### config.mk
export PLATFORM = sky130hd
export DESIGN_NAME = cbi_top
export DESIGN_NICKNAME = d
export VERILOG_FILES = /design/src/common/cbi_pkg.sv /design/src/core/cbi_clkgen.sv /design/src/core/cbi_sync.sv /design/src/core/cbi_top.sv
export SDC_FILE = /design/constraint.sdc
export NUM_CORES = 1
export LEC_CHECK = 0
export BUFFER_PORTS_ARGS = -buffer_cell sky130_fd_sc_hd__buf_2
export CAP_MARGIN = 20
export CORE_MARGIN = 1.5
export CORE_UTILIZATION = 55
export DETAILED_ROUTE_END_ITERATION = 7
export PLACE_DENSITY_LB_ADDON = 0.25
export SLEW_MARGIN = 5
export SYNTH_ARGS = -nofsm -noshare
export SYNTH_HDL_FRONTEND = slang
export SYNTH_SLANG_ARGS = --single-unit
### constraint.sdc
create_clock -name ref_clk_i -period 3.5 [get_ports ref_clk_i]
set_input_delay 0.525 -clock ref_clk_i [delete_from_list [all_inputs] [get_ports ref_clk_i]]
set_output_delay 0.525 -clock ref_clk_i [all_outputs]
set_load 0.02 [all_outputs]
### src/common/cbi_pkg.sv
package cbi_pkg;
   // Timing in nanoseconds, turned into 100 MHz cycle counts
   localparam int CLK_NS = 10;
   localparam int CPU_PERIOD_NS = 250;
   localparam int CPU_HIGH_NS = 125;
   localparam int PHI1_NS = 62;
   localparam int PSYNC_NS = 125;
   localparam int CPU_PERIOD_CYC = CPU_PERIOD_NS / CLK_NS;
   localparam int CPU_HIGH_CYC = (CPU_HIGH_NS + CLK_NS - 1) / CLK_NS;
   localparam int PHI1_CYC = (PHI1_NS + CLK_NS - 1) / CLK_NS;
   localparam int PSYNC_CYC = (PSYNC_NS + CLK_NS - 1) / CLK_NS;
   localparam logic [5:0] CPU_PERIOD_C = 6'(CPU_PERIOD_CYC);
   localparam logic [5:0] CPU_HIGH_C = 6'(CPU_HIGH_CYC);
   localparam logic [5:0] PHI1_START_C = 6'(CPU_HIGH_CYC + 1);
   localparam logic [5:0] PHI1_END_C = 6'(CPU_HIGH_CYC + 1 + PHI1_CYC);
   localparam logic [5:0] PSYNC_C = 6'(PSYNC_CYC);
   // One forced wait spans two processor periods so the wait sample lands inside it
   localparam logic [5:0] WAIT1_C = 6'(2 * CPU_PERIOD_CYC);
   localparam logic [5:0] CNT_ONE = 6'h01;
   localparam logic [5:0] CNT_ZERO = 6'h00;

   // Opcodes fed to the processor
   localparam logic [7:0] OP_JP = 8'hC3;
   localparam logic [7:0] OP_RST0 = 8'hC7;
   localparam logic [7:0] DI_IDLE = 8'hFF;

   // Power-on jump progress
   localparam logic [1:0] JMP_OPC = 2'h0;
   localparam logic [1:0] JMP_LO = 2'h1;
   localparam logic [1:0] JMP_HI = 2'h2;
   localparam logic [1:0] JMP_DONE = 2'h3;

   typedef enum logic [1:0] {
      CYC_IDLE = 2'b01,
      CYC_BUSY = 2'b10
   } cbi_cyc_e;
endpackage

### src/core/cbi_clkgen.sv
`timescale 1ns/1ps
`default_nettype none
module cbi_clkgen (
   // Clock and reset
   input wire logic ref_clk_i,
   input wire logic arst_n_i,
   // Generated clocks
   output logic cpu_clock_o,
   output logic phi1_o,
   output logic phi2_o,
   output logic clk2m_n_o
);
   import cbi_pkg::*;

   logic [5:0] ph_cnt;
   logic half;
   wire logic wrap;
   wire logic [5:0] next_ph_cnt;
   wire logic next_half;

   assign wrap = (ph_cnt == CPU_PERIOD_C - CNT_ONE);
   assign next_ph_cnt = wrap ? CNT_ZERO : ph_cnt + CNT_ONE;
   assign next_half = wrap ? !half : half;

   // Registered so every clock leaves glitch free
   always_ff @(posedge ref_clk_i or negedge arst_n_i) begin
      if (!arst_n_i) begin
         // Start at the wrap point so the first high pulse is full width
         ph_cnt <= CPU_PERIOD_C - CNT_ONE;
         half <= 1'b1;
         cpu_clock_o <= 1'b0;
         phi1_o <= 1'b0;
         phi2_o <= 1'b0;
         clk2m_n_o <= 1'b1;
      end else begin
         ph_cnt <= next_ph_cnt;
         half <= next_half;
         cpu_clock_o <= (next_ph_cnt < CPU_HIGH_C);
         phi2_o <= (next_ph_cnt < CPU_HIGH_C);
         phi1_o <= (next_ph_cnt >= PHI1_START_C) && (next_ph_cnt < PHI1_END_C);
         clk2m_n_o <= next_half;
      end
   end
endmodule
`default_nettype wire

### src/core/cbi_sync.sv
`timescale 1ns/1ps
`default_nettype none
module cbi_sync #(
   parameter int W = 1,
   parameter logic [W-1:0] INIT = '1
) (
   // Clock and reset
   input wire logic ref_clk_i,
   input wire logic arst_n_i,
   // Pins in, synchronised out
   input wire logic [W-1:0] d_i,
   output logic [W-1:0] q_o
);
   logic [W-1:0] meta;

   always_ff @(posedge ref_clk_i or negedge arst_n_i) begin
      if (!arst_n_i) begin
         meta <= INIT;
         q_o <= INIT;
      end else begin
         meta <= d_i;
         q_o <= meta;
      end
   end
endmodule
`default_nettype wire

### src/core/cbi_top.sv
`timescale 1ns/1ps
`default_nettype none
module cbi_top (
   // Clock and backplane reset
   input wire logic ref_clk_i,
   input wire logic arst_n_i,
   // Jumper options
   input wire logic [15:0] power_on_jump_i,
   input wire logic one_wait_option_i,
   input wire logic port_addr_copy_option_i,
   input wire logic vector_logic_disable_i,
   input wire logic write_strobe_drive_option_i,
   // Processor pins in
   input wire logic cpu_m1_n_i,
   input wire logic cpu_mreq_n_i,
   input wire logic cpu_iorq_n_i,
   input wire logic cpu_rd_n_i,
   input wire logic cpu_wr_n_i,
   input wire logic cpu_rfsh_n_i,
   input wire logic cpu_halt_n_i,
   input wire logic cpu_busak_n_i,
   input wire logic [15:0] cpu_addr_i,
   input wire logic [7:0] cpu_data_out_i,
   // Processor pins out
   output logic cpu_clock_o,
   output logic cpu_reset_n_o,
   output logic cpu_wait_n_o,
   output logic cpu_int_n_o,
   output logic [7:0] cpu_data_in_o,
   // Backplane inputs
   input wire logic bus_ready_i,
   input wire logic [7:0] bus_vi_n_i,
   input wire logic [7:0] bus_data_in_i,
   // Backplane clocks and reset
   output logic bus_phi1_o,
   output logic bus_phi2_o,
   output logic bus_clk2m_n_o,
   output logic poc_n_o,
   // Backplane address and data
   output logic [15:0] bus_addr_o,
   output logic [7:0] bus_data_out_o,
   // Backplane strobes and status
   output logic psync_o,
   output logic pdbin_o,
   output logic pwr_n_o,
   output logic mwrite_o,
   output logic pmreq_n_o,
   output logic prfsh_n_o,
   output logic sm1_o,
   output logic smemr_o,
   output logic sout_o,
   output logic sinp_o,
   output logic swo_n_o,
   output logic shlta_o,
   output logic phlda_o,
   output logic pwait_o,
   output logic run_o
);
   import cbi_pkg::*;

   localparam int SW = 69;

   function automatic logic [2:0] prio_lvl(input logic [7:0] req);
      logic [2:0] lvl;
      lvl = 3'h0;
      for (int i = 7; i >= 0; i--) begin
         if (req[i]) begin
            lvl = 3'(i);
         end
      end
      return lvl;
   endfunction

   logic [SW-1:0] s_q;
   wire logic [15:0] s_pj;
   wire logic s_ow, s_am, s_vdis, s_mw;
   wire logic s_m1_n, s_mreq_n, s_iorq_n, s_rd_n, s_wr_n, s_rfsh_n, s_halt_n, s_busak_n;
   wire logic [15:0] s_addr;
   wire logic [7:0] s_dout, s_vi_n, s_di;
   wire logic s_ready;

   // Every input pin except clock and reset, including jumpers, passes two flops first
   cbi_sync #(.W(SW), .INIT({SW{1'b1}})) u_sync (
      .ref_clk_i(ref_clk_i),
      .arst_n_i(arst_n_i),
      .d_i({power_on_jump_i, one_wait_option_i, port_addr_copy_option_i,
            vector_logic_disable_i, write_strobe_drive_option_i,
            cpu_m1_n_i, cpu_mreq_n_i, cpu_iorq_n_i, cpu_rd_n_i, cpu_wr_n_i,
            cpu_rfsh_n_i, cpu_halt_n_i, cpu_busak_n_i, cpu_addr_i,
            cpu_data_out_i, bus_ready_i, bus_vi_n_i, bus_data_in_i}),
      .q_o(s_q)
   );
   assign {s_pj, s_ow, s_am, s_vdis, s_mw, s_m1_n, s_mreq_n, s_iorq_n, s_rd_n,
           s_wr_n, s_rfsh_n, s_halt_n, s_busak_n, s_addr, s_dout, s_ready,
           s_vi_n, s_di} = s_q;

   cbi_clkgen u_clkgen (
      .ref_clk_i(ref_clk_i),
      .arst_n_i(arst_n_i),
      .cpu_clock_o(cpu_clock_o),
      .phi1_o(bus_phi1_o),
      .phi2_o(bus_phi2_o),
      .clk2m_n_o(bus_clk2m_n_o)
   );

   // Decoded processor activity
   wire logic m1, mreq, iorq, rd, wr, rfsh;
   wire logic mem_acc, acc_act, int_ack, any_act, cyc_start, read_end, acc_start;
   assign m1 = !s_m1_n;
   assign mreq = !s_mreq_n;
   assign iorq = !s_iorq_n;
   assign rd = !s_rd_n;
   assign wr = !s_wr_n;
   assign rfsh = !s_rfsh_n;
   assign mem_acc = mreq && !rfsh;
   assign acc_act = mem_acc || iorq;
   assign int_ack = m1 && iorq;
   assign any_act = m1 || acc_act;

   logic any_act_q, acc_act_q, rd_q;
   cbi_cyc_e cyc_st;
   wire cbi_cyc_e next_cyc_st;
   assign cyc_start = any_act && !any_act_q;
   assign acc_start = acc_act && !acc_act_q;
   assign read_end = rd_q && !rd;
   assign next_cyc_st = any_act ? CYC_BUSY : CYC_IDLE;

   // Status captured at cycle start; a memory or port cycle without read is marked as a write at once
   wire logic next_st_memr, next_st_mwr, next_st_inp, next_st_out;
   assign next_st_memr = m1 || (mem_acc && rd);
   assign next_st_mwr = mem_acc && !rd && !m1;
   assign next_st_inp = iorq && rd && !m1;
   assign next_st_out = iorq && !rd && !m1;
   logic st_write;

   // Sync pulse counter
   logic [5:0] pcnt;
   wire logic [5:0] next_pcnt;
   assign next_pcnt = cyc_start ? PSYNC_C : ((pcnt != CNT_ZERO) ? pcnt - CNT_ONE : CNT_ZERO);

   // Wait generation
   logic [5:0] wcnt;
   wire logic [5:0] next_wcnt;
   wire logic next_wait_n;
   assign next_wcnt = (acc_start && s_ow) ? WAIT1_C
                    : ((wcnt != CNT_ZERO) ? wcnt - CNT_ONE : CNT_ZERO);
   assign next_wait_n = !((acc_act && !s_ready) || (next_wcnt != CNT_ZERO));

   // Data into the processor
   logic [1:0] jump_phase;
   wire logic [7:0] jump_byte, vec_op, next_di;
   wire logic [7:0] vi_pend;
   wire logic vec_ok;
   assign jump_byte = (jump_phase == JMP_OPC) ? OP_JP
                    : ((jump_phase == JMP_LO) ? s_pj[7:0] : s_pj[15:8]);
   assign vi_pend = ~s_vi_n;
   assign vec_ok = !s_vdis && (vi_pend != 8'h00);
   assign vec_op = OP_RST0 | {2'h0, prio_lvl(vi_pend), 3'h0};
   // Bus pull-ups make an empty data-in bus read as restart 7
   assign next_di = (jump_phase != JMP_DONE) ? jump_byte
                  : ((int_ack && !s_vdis) ? vec_op : s_di);

   wire logic [15:0] next_addr;
   assign next_addr = (iorq && s_am) ? {s_addr[7:0], s_addr[7:0]} : s_addr;

   always_ff @(posedge ref_clk_i or negedge arst_n_i) begin
      if (!arst_n_i) begin
         cpu_reset_n_o <= 1'b0;
         poc_n_o <= 1'b0;
      end else begin
         cpu_reset_n_o <= 1'b1;
         poc_n_o <= 1'b1;
      end
   end

   // Jump bytes are counted by completed reads, so slow memories do not matter
   always_ff @(posedge ref_clk_i or negedge arst_n_i) begin
      if (!arst_n_i) begin
         jump_phase <= JMP_OPC;
      end else if (read_end && jump_phase != JMP_DONE) begin
         jump_phase <= jump_phase + 2'h1;
      end
   end

   always_ff @(posedge ref_clk_i or negedge arst_n_i) begin
      if (!arst_n_i) begin
         any_act_q <= 1'b0;
         acc_act_q <= 1'b0;
         rd_q <= 1'b0;
         cyc_st <= CYC_IDLE;
         pcnt <= CNT_ZERO;
         wcnt <= CNT_ZERO;
      end else begin
         any_act_q <= any_act;
         acc_act_q <= acc_act;
         // Memory read remembered, since the read and request strobes end together
         rd_q <= rd && mreq;
         cyc_st <= next_cyc_st;
         pcnt <= next_pcnt;
         wcnt <= next_wcnt;
      end
   end

   // Latched cycle status
   always_ff @(posedge ref_clk_i or negedge arst_n_i) begin
      if (!arst_n_i) begin
         sm1_o <= 1'b0;
         sinp_o <= 1'b0;
         sout_o <= 1'b0;
         st_write <= 1'b0;
         smemr_o <= 1'b0;
      end else begin
         case (cyc_st)
            CYC_IDLE: begin
               if (cyc_start) begin
                  sm1_o <= m1 && !iorq;
                  sinp_o <= next_st_inp;
                  sout_o <= next_st_out;
                  st_write <= next_st_mwr || next_st_out;
                  smemr_o <= next_st_memr;
               end
            end
            CYC_BUSY: begin
               if (!any_act) begin
                  sm1_o <= 1'b0;
                  sinp_o <= 1'b0;
                  sout_o <= 1'b0;
                  st_write <= 1'b0;
                  smemr_o <= 1'b0;
               end else if (mem_acc && rd && !m1) begin
                  smemr_o <= 1'b1;
               end else if (mem_acc && wr) begin
                  st_write <= 1'b1;
               end
            end
            default: begin
               sm1_o <= 1'b0;
               smemr_o <= 1'b0;
            end
         endcase
      end
   end

   // Strobes follow the processor three flops late, one flop after the synchroniser
   always_ff @(posedge ref_clk_i or negedge arst_n_i) begin
      if (!arst_n_i) begin
         psync_o <= 1'b0;
         pdbin_o <= 1'b0;
         pwr_n_o <= 1'b1;
         mwrite_o <= 1'b0;
         pmreq_n_o <= 1'b1;
         prfsh_n_o <= 1'b1;
         swo_n_o <= 1'b1;
         shlta_o <= 1'b0;
         phlda_o <= 1'b0;
         pwait_o <= 1'b0;
         run_o <= 1'b0;
         cpu_wait_n_o <= 1'b1;
         cpu_int_n_o <= 1'b1;
         cpu_data_in_o <= DI_IDLE;
         bus_addr_o <= 16'h0000;
         bus_data_out_o <= 8'h00;
      end else begin
         psync_o <= (next_pcnt != CNT_ZERO);
         pdbin_o <= rd && acc_act;
         pwr_n_o <= !wr;
         mwrite_o <= wr && mem_acc && s_mw;
         pmreq_n_o <= !mreq;
         prfsh_n_o <= !(rfsh && mreq);
         swo_n_o <= !(st_write && wr);
         shlta_o <= !s_halt_n;
         phlda_o <= !s_busak_n;
         pwait_o <= !next_wait_n;
         run_o <= s_halt_n;
         cpu_wait_n_o <= next_wait_n;
         cpu_int_n_o <= !vec_ok;
         cpu_data_in_o <= next_di;
         bus_addr_o <= next_addr;
         bus_data_out_o <= s_dout;
      end
   end

   // Run lengths for clock width checks
   logic [5:0] clk_run, phi1_run;
   always_ff @(posedge ref_clk_i or negedge arst_n_i) begin
      if (!arst_n_i) begin
         clk_run <= CNT_ZERO;
         phi1_run <= CNT_ZERO;
      end else begin
         clk_run <= cpu_clock_o ? clk_run + CNT_ONE : CNT_ZERO;
         phi1_run <= bus_phi1_o ? phi1_run + CNT_ONE : CNT_ZERO;
      end
   end
endmodule
`default_nettype wire

==> results of run 1 <==
-- metrics by stage --
| stage | total power (µW) | utilization, % | hold slack, ns |
|---|---|---|---|
| floorplan | 3480 | - | 0.229 |
| global placement | 3730 | 62.5 | 0.345 |
| detailed placement | 3790 | 62.5 | 0.347 |
| CTS | 6050 | 68.1 | 0.0813 |
| global route | 6250 | 68.1 | 0.101 |
| finish | 5970 | 68.1 | 0.0700 |
-- layer usage --
layer / track usage (%) / wire length [µm] / up-vias
met5: 0 / 0 / -
met4: 6.91 / 292 / 0
met3: 3.94 / 685 / 30
met2: 30.8 / 5990 / 133
met1: 22.4 / 4750 / 1926
li1: - / - / 1777
-- final timing paths --
| check | end | slack (ns) |
|---|---|---|
| max in group asynchronous | u_sync.meta[44] | 2.52 |
| worst max-delay path | u_clkgen.phi1_o | 1.58 |
| worst min register to register | u_sync.q_o[22] | 0.35 |
| worst max register to register | u_clkgen.phi1_o | 1.58 |
| worst min-delay path | wcnt[2] | 0.07 |
| min in group ref_clk_i | u_sync.meta[18] | 0.12 |
-- placed cells by master, fill, tap and decap left out, types with 2 or more instances in the layout --
cell type	netlist	layout
a32oi_1	2	2
dfstp_2	156	156
mux2_2	9	9
o21a_1	2	2
nor3_1	8	8
clkinv_2	0	5
clkbuf_1	1	5
or3_1	2	2
xor2_1	4	4
buf_2	7	124
nor3b_1	2	2
dfrtp_1	60	60
and2_1	2	2
xnor2_1	5	5
clkbuf_8	0	4
mux2i_1	9	9
o22ai_1	4	4
clkinv_8	0	2
o211ai_1	2	2
ha_1	12	12
nand4_1	3	3
o21ai_0	24	24
inv_1	26	26
nand2b_1	6	6
a221oi_1	3	3
clkbuf_16	0	22
or2_2	3	3
nor2_1	25	25
nand2_1	14	14
a21oi_2	2	2
a21oi_1	10	10
nand3_1	10	10
-- Yosys cell counts, types with 8 or more instances --
| library cell | number |
|---|---|
| dfstp_2 | 156 |
| dfrtp_1 | 60 |
| inv_1 | 26 |
| nor2_1 | 25 |
| o21ai_0 | 24 |
| nand2_1 | 14 |
| ha_1 | 12 |
| a21oi_1 | 10 |
| nand3_1 | 10 |
| mux2_2 | 9 |
| mux2i_1 | 9 |
| nor3_1 | 8 |
-- flip-flops by register name, indices dropped and copies added (netlist names), 2 cells and up --
signal           cells
u_clkgen.ph_cnt      6
bus_data_out_o       8
wcnt                 6
bus_addr_o          16
u_sync.q_o          69
u_sync.meta         69
pcnt                 6
cpu_data_in_o        8
jump_phase           2
-- layout make-up --
type                    instances  area, µm²  area share [%]
clock inverters                10        104            1.21
inverters                      26       97.6            1.13
multi-input cells             193       1310            15.2
well taps                     172        215            2.50
clock buffers                  30        611            7.10
repair buffers                127        662            7.70
diodes                          1       2.50          0.0291
flip-flops and latches        216       5600            65.1
-- power by group through the flow --
| stage | clock network (µW) | registers, µW | logic (µW) |
|---|---|---|---|
| floorplan | 0 | 3070 | 417 |
| global placement | 0 | 2990 | 744 |
| detailed placement | 0 | 3000 | 793 |
| CTS | 2280 | 2970 | 797 |
| global route | 2380 | 2990 | 878 |
| finish | 2220 | 2970 | 783 |
-- logic make-up (layout without fill, tap and decap cells) --
family / after synthesis / in the layout / synth area share (%)
xor gates and xnor gates: 9 / 9 / 1.11
and+or+nand+nor: 88 / 88 / 6.55
DFF: 216 / 216 / 79.0
AOI/OAI and AO/OA: 65 / 65 / 5.92
adders and majority gates: 12 / 12 / 2.12
other: 1 / 2 / 0.0529
buffers and inverters: 39 / 193 / 2.51
muxes: 18 / 18 / 2.70
==> summary.txt, run 1 <==
Outcome
  • Status: complete, no violations

Timing
  • Worst slew margin: 54.8%
  • Worst slew pin tran: 0.678 ns
  • Clock skew: 0.00991 ns
  • Final setup viols: 0
  • RSZ-0062 raised after global routing: no
  • Hold Fails Final Rpt: 0
  • Final worst-path setup slack: 1.58 ns
  • Fmax: 520 MHz
  • Max Slew Vio Count: 0
  • Final period utilization: 55.0%
  • Period minus WS final: 1.92 ns
  • Setup TNS: 0 ns

Global route
  • GRT Total Usage: 17.9%
  • Vias in the first global route: 3,977
  • Largest net degree at the start of global routing: 92
  • Initial antenna violation count: 0
  • Gr ovfl total: 0
  • Global-route wire length before repair: 18.7 mm

Placed design
  • Port buffer count: 125
  • DP Area: 7880 µm²
  • Gp weighted congestion: 0.835
  • Worst slack at placement: 1.64 ns
  • Hpwl dp: 7.91 mm
  • Placed cells: 734

Final layout
  • Fin area: 8600 µm²
  • Fin nets: 669
  • Layout cells sized above 1: 56.3%
  • Area Growth Syn to Fin: 21.4%
  • Filler cell count: 870
  • Post-Layout Cell Count: 775

Critical path
  • CP Data Arrival Time: 2.35 ns
  • Worst r2r path cells: 7
  • Setup crit end kind: register
  • Reg2reg start: u_clkgen.ph_cnt[0]
  • Slowest stage delay, CP: 0.46 ns
  • CP top delay family: simple AND/OR/NAND/NOR gates
  • CP startpoint kind: register
  • Slowest CP cell: dfrtp_1
  • Critical Path Start: u_clkgen.ph_cnt[0]
  • Critical path type: register to register
  • Crit-path cells: inv_1 > ha_1 > nor2b_2 > o21ai_0 > a22o_1 > or3_1 > a21oi_2
  • Crit-path max FO: 8
  • Crit path depth: 7
  • Worst Path Buf+Inv: 1
  • CP Data Required Time: 3.92 ns

Logic synthesis
  • Synth warnings: 0
  • Gate Count Post-Synth: 448
  • Syn_area_per_cell: 15.8 µm²
  • Share of the synthesized area in the top cell type: 57.8%
  • Register area share after synthesis: 79.0%
  • Syn Std Cell Area: 7090 µm²
  • Synth Net Count: 531
  • Yosys top cell by area: dfstp_2
  • Synth Flop Type: dfstp_2
  • Distinct cell type count after synthesis: 61
  • Synth Register Bits: 216
  • Top cells by area, synth: dfstp_2 (58%), dfrtp_1 (21%), ha_1 (2.1%)
  • Asr flop ratio synth: 100%
  • Post-synth EDFFs: 0

CTS
  • Clock buffer count from CTS: 22
  • Clock Latency Late Sink: 0.49 ns
  • Clk sinks: 216
  • Cts repair resizes: 0
  • Reg clk slew, reported paths: 0.06 ns
  • Hold buffer count at CTS: 0
  • Clock root buffer: clkbuf_16
  • Max clock buf depth: 3
  • H-tree depth: 1
  • CTS tree: built
  • # Post-CTS Setup Buffers: 0

Power and ir drop
  • Leak pwr: 0.00384 µW
  • NetSw: 1510 µW
  • Clk pwr share: 37.2%
  • Switch share: 25.3%
  • Combinational power share: 13.1%
  • Share of power burned in registers: 49.7%
  • Pint: 4460 µW
  • PwrDens: 694 nW/µm²
  • Peak supply drop: 0.509 mV

Floorplanning
  • Starting density of the core: 56.1%
  • Die area: 13,600 µm²
  • CORE AREA: 12,600 µm²
  • Die Y: 117 µm
  • # IOs: 126
  • Die width: 117 µm
  • # rows: 41

Min path
  • Hold Path Class: input pin to async pin

Route
  • Post-route ant nets: 0
  • DRC Markers: 0
  • Vias per inst: 4.99
  • DRT iter0 DRCs: 245
  • Drt wl/cell: 15.1 µm
  • Routed via count: 3,866
  • Total Wirelength: 11.7 mm
  • First-pass DRT Iterations: 5

Run
  • Max Cap Viol: 0
Note: power is estimated with default switching activity, not from simulation.
==> run 2: changes to the inputs <==
- CORE_UTILIZATION: 55 -> 49
- clock period: 3.5 -> 1.7 ns (I/O delays scaled with it)
==> run 2 against run 1 <==
Utilization is 0.11 points lower. Fmax rose by 14%. Clock skew increased by 0.011 ns. Total power is 110% higher. Highest routed layer unchanged.
==> summary.txt, run 2 (same netlist as run 1, synthesis figures left out) <==
CTS
  • Max clock buf depth: 3 (unchanged)
  • Reg clk slew, reported paths: 0.06 ns (about the same)
  • Clock buffer count from CTS: 22 (unchanged)
  • Clk sinks: 216 (unchanged)
  • Clock Latency Late Sink: 0.50 ns (about the same)
  • H-tree depth: 1 (unchanged)
  • CTS tree: built
  • Clock root buffer: clkbuf_16

Placed design
  • Hpwl dp: 8.28 mm (+4.6%)
  • Gp weighted congestion: 0.807 (-3.4%)
  • Port buffer count: 125 (unchanged)
  • DP Area: 8040 µm² (+2.0%)
  • Worst slack at placement: -0.0315 ns (-1.67 ns)

Final layout
  • N_diodes: 0 (-1)
  • Fin area: 9520 µm² (+11%)
  • Layout cells sized above 1: 53.6% (-2.7 points)
  • Filler cell count: 964 (+11%)
  • Multi-input gate area: 1370 µm² (+4.6%)
  • Fin nets: 757 (+13%)
  • Area Growth Syn to Fin: 34.3%
  • Commonest non-fill, non-tap cells in the layout: dfstp_2 (156), buf_2 (124), dlygate4sd3_1 (70), dfrtp_1 (60), nor2_1 (25)
  • Commonest non-fill, non-tap cell in the layout: dfstp_2
  • Final core utilization: 68.0% (-0.11 points)
  • Seq. cell area: 5600 µm² (unchanged)
  • Top Registers: u_sync.meta x69, u_sync.q_o x69, bus_addr_o x16

Timing
  • Fmax: 593 MHz (+14%)
  • Final worst-path setup slack: 0.0137 ns (-1.56 ns)
  • Final setup viols: 0 (unchanged)
  • Max Slew Vio Count: 0 (unchanged)
  • Worst hold slack: 0.232 ns (+0.162 ns)
  • Hold Fails Final Rpt: 0 (unchanged)
  • Period minus WS final: 1.69 ns (-0.239 ns)
  • Final period utilization: 99.2% (+44 points)
  • Clock skew: 0.0212 ns (+0.0113 ns)

Critical path
  • CP Data Arrival Time: 2.11 ns (-0.24 ns)
  • CP Data Required Time: 2.12 ns (-1.80 ns)
  • Critical path type: register to register
  • Crit-path max FO: 3 (-5)
  • Setup crit end kind: register
  • Slack of the worst reg-to-reg path: 0.01 ns (-1.56 ns)
  • Reg2reg start: wcnt[0]
  • Worst r2r path cells: 7 (unchanged)
  • Reg-to-Reg End: cpu_wait_n_o
  • CP startpoint kind: register

Floorplanning
  • # IOs: 126 (unchanged)
  • Die width: 123 µm (+5.8%)
  • # rows: 43 (+4.9%)
  • Die area: 15,200 µm² (+12%)
  • Starting density of the core: 50.7% (-5.5 points)
  • Die Y: 123 µm (+5.8%)
  • CORE AREA: 14,000 µm² (+11%)

Power and ir drop
  • Total Power: 12,500 µW (+110%)
  • PwrDens: 1320 nW/µm² (+90%)
  • Peak supply drop: 0.987 mV (+94%)
  • Leak pwr: 0.00425 µW (+11%)

Outcome
  • Status: complete, no violations

Route
  • Total Wirelength: 13.2 mm (+13%)
  • Post-route ant nets: 0 (unchanged)
  • Vias per inst: 4.83 (-3.1%)
  • Drt wl/cell: 15.2 µm (+0.46%)
  • Routed via count: 4,205 (+8.8%)
  • First-pass DRT Iterations: 4 (-1)
  • DRC Markers: 0 (unchanged)
  • DRT iter0 DRCs: 295 (+20%)

Min path
  • Hold Path Class: input pin to async pin

Global route
  • Largest net degree at the start of global routing: 60 (-35%)
  • Initial antenna violation count: 0 (unchanged)
  • Global-route wire length before repair: 21.0 mm (+12%)
  • GRT Total Usage: 17.7% (-0.18 points)
  • Vias in the first global route: 4,446 (+12%)
  • Gr ovfl total: 0 (unchanged)

Run
  • Max Cap Viol: 0 (unchanged)
## run 2: cell count changes in the layout (fill, tap and decap cells not counted), moves of 3 or more
cell and delta:
ha_2 +4, dlygate4sd3_1 +70, inv_1 -3, ha_1 -5, inv_2 +3, buf_4 +16
## run 2: worst max-delay path by stage
stage          depth (start not counted)  slack (ns)              end               start
6_report                               7        0.01     cpu_wait_n_o             wcnt[0]
5_1_grt                                7       -0.02     cpu_wait_n_o             wcnt[0]
4_1_cts                                7       0.005  u_clkgen.phi1_o  u_clkgen.ph_cnt[0]
3_5_place_dp                           7       -0.03  u_clkgen.phi1_o  u_clkgen.ph_cnt[0]
3_3_place_gp                           7        0.01  u_clkgen.phi1_o  u_clkgen.ph_cnt[0]
2_1_floorplan                          7       0.007  u_clkgen.phi1_o  u_clkgen.ph_cnt[0]
## run 2: where the power goes
group	internal, µW	switching [µW]	leakage [µW]
clock	2730	1830	0.000349
sequential	5830	293	0.00236
combinational	802	1040	0.00154
## run 2: metrics by stage
step / setup TNS (ns) / std cells
floorplan: 0 / 448
global placement: 0 / 758
detailed placement: -0.0315 / 758
CTS: 0 / 869
global route: -0.0165 / 870
finish: 0 / 870
## run 2: layer usage
layer / global-route usage (%) / vias to the layer above / part of all wire (%)
li1: - / 1946 / -
met1: 21.8 / 2089 / 40
met2: 30.9 / 149 / 51
met3: 4.70 / 21 / 6.9
met4: 5.24 / 0 / 1.7
met5: 0 / - / 0
## run 2: what timing repair did
item	CTS	global route
buffers inserted	1	1
gates resized for setup	2	16
pin swaps	0	2
endpoints found under the setup margin	1	8
endpoints found under the hold margin	126	0
hold buffers	70	0
## run 2: final cells by class
class                   instances  share of cell area, %
clock buffers                  33                   6.64
clock inverters                 7                  0.749
inverters                      26                   1.03
multi-input cells             193                   14.4
flip-flops and latches        216                   58.8
well taps                     180                   2.37
repair buffers                215                   16.0
## run 2: critical path, stage by stage, from the launching register on
cell	delay [ns]
dfrtp_1	0.40
inv_2	0.08
ha_2	0.20
nand2b_1	0.12
or4b_4	0.48
nand3_2	0.10
nor2_1	0.06
and4_1	0.19
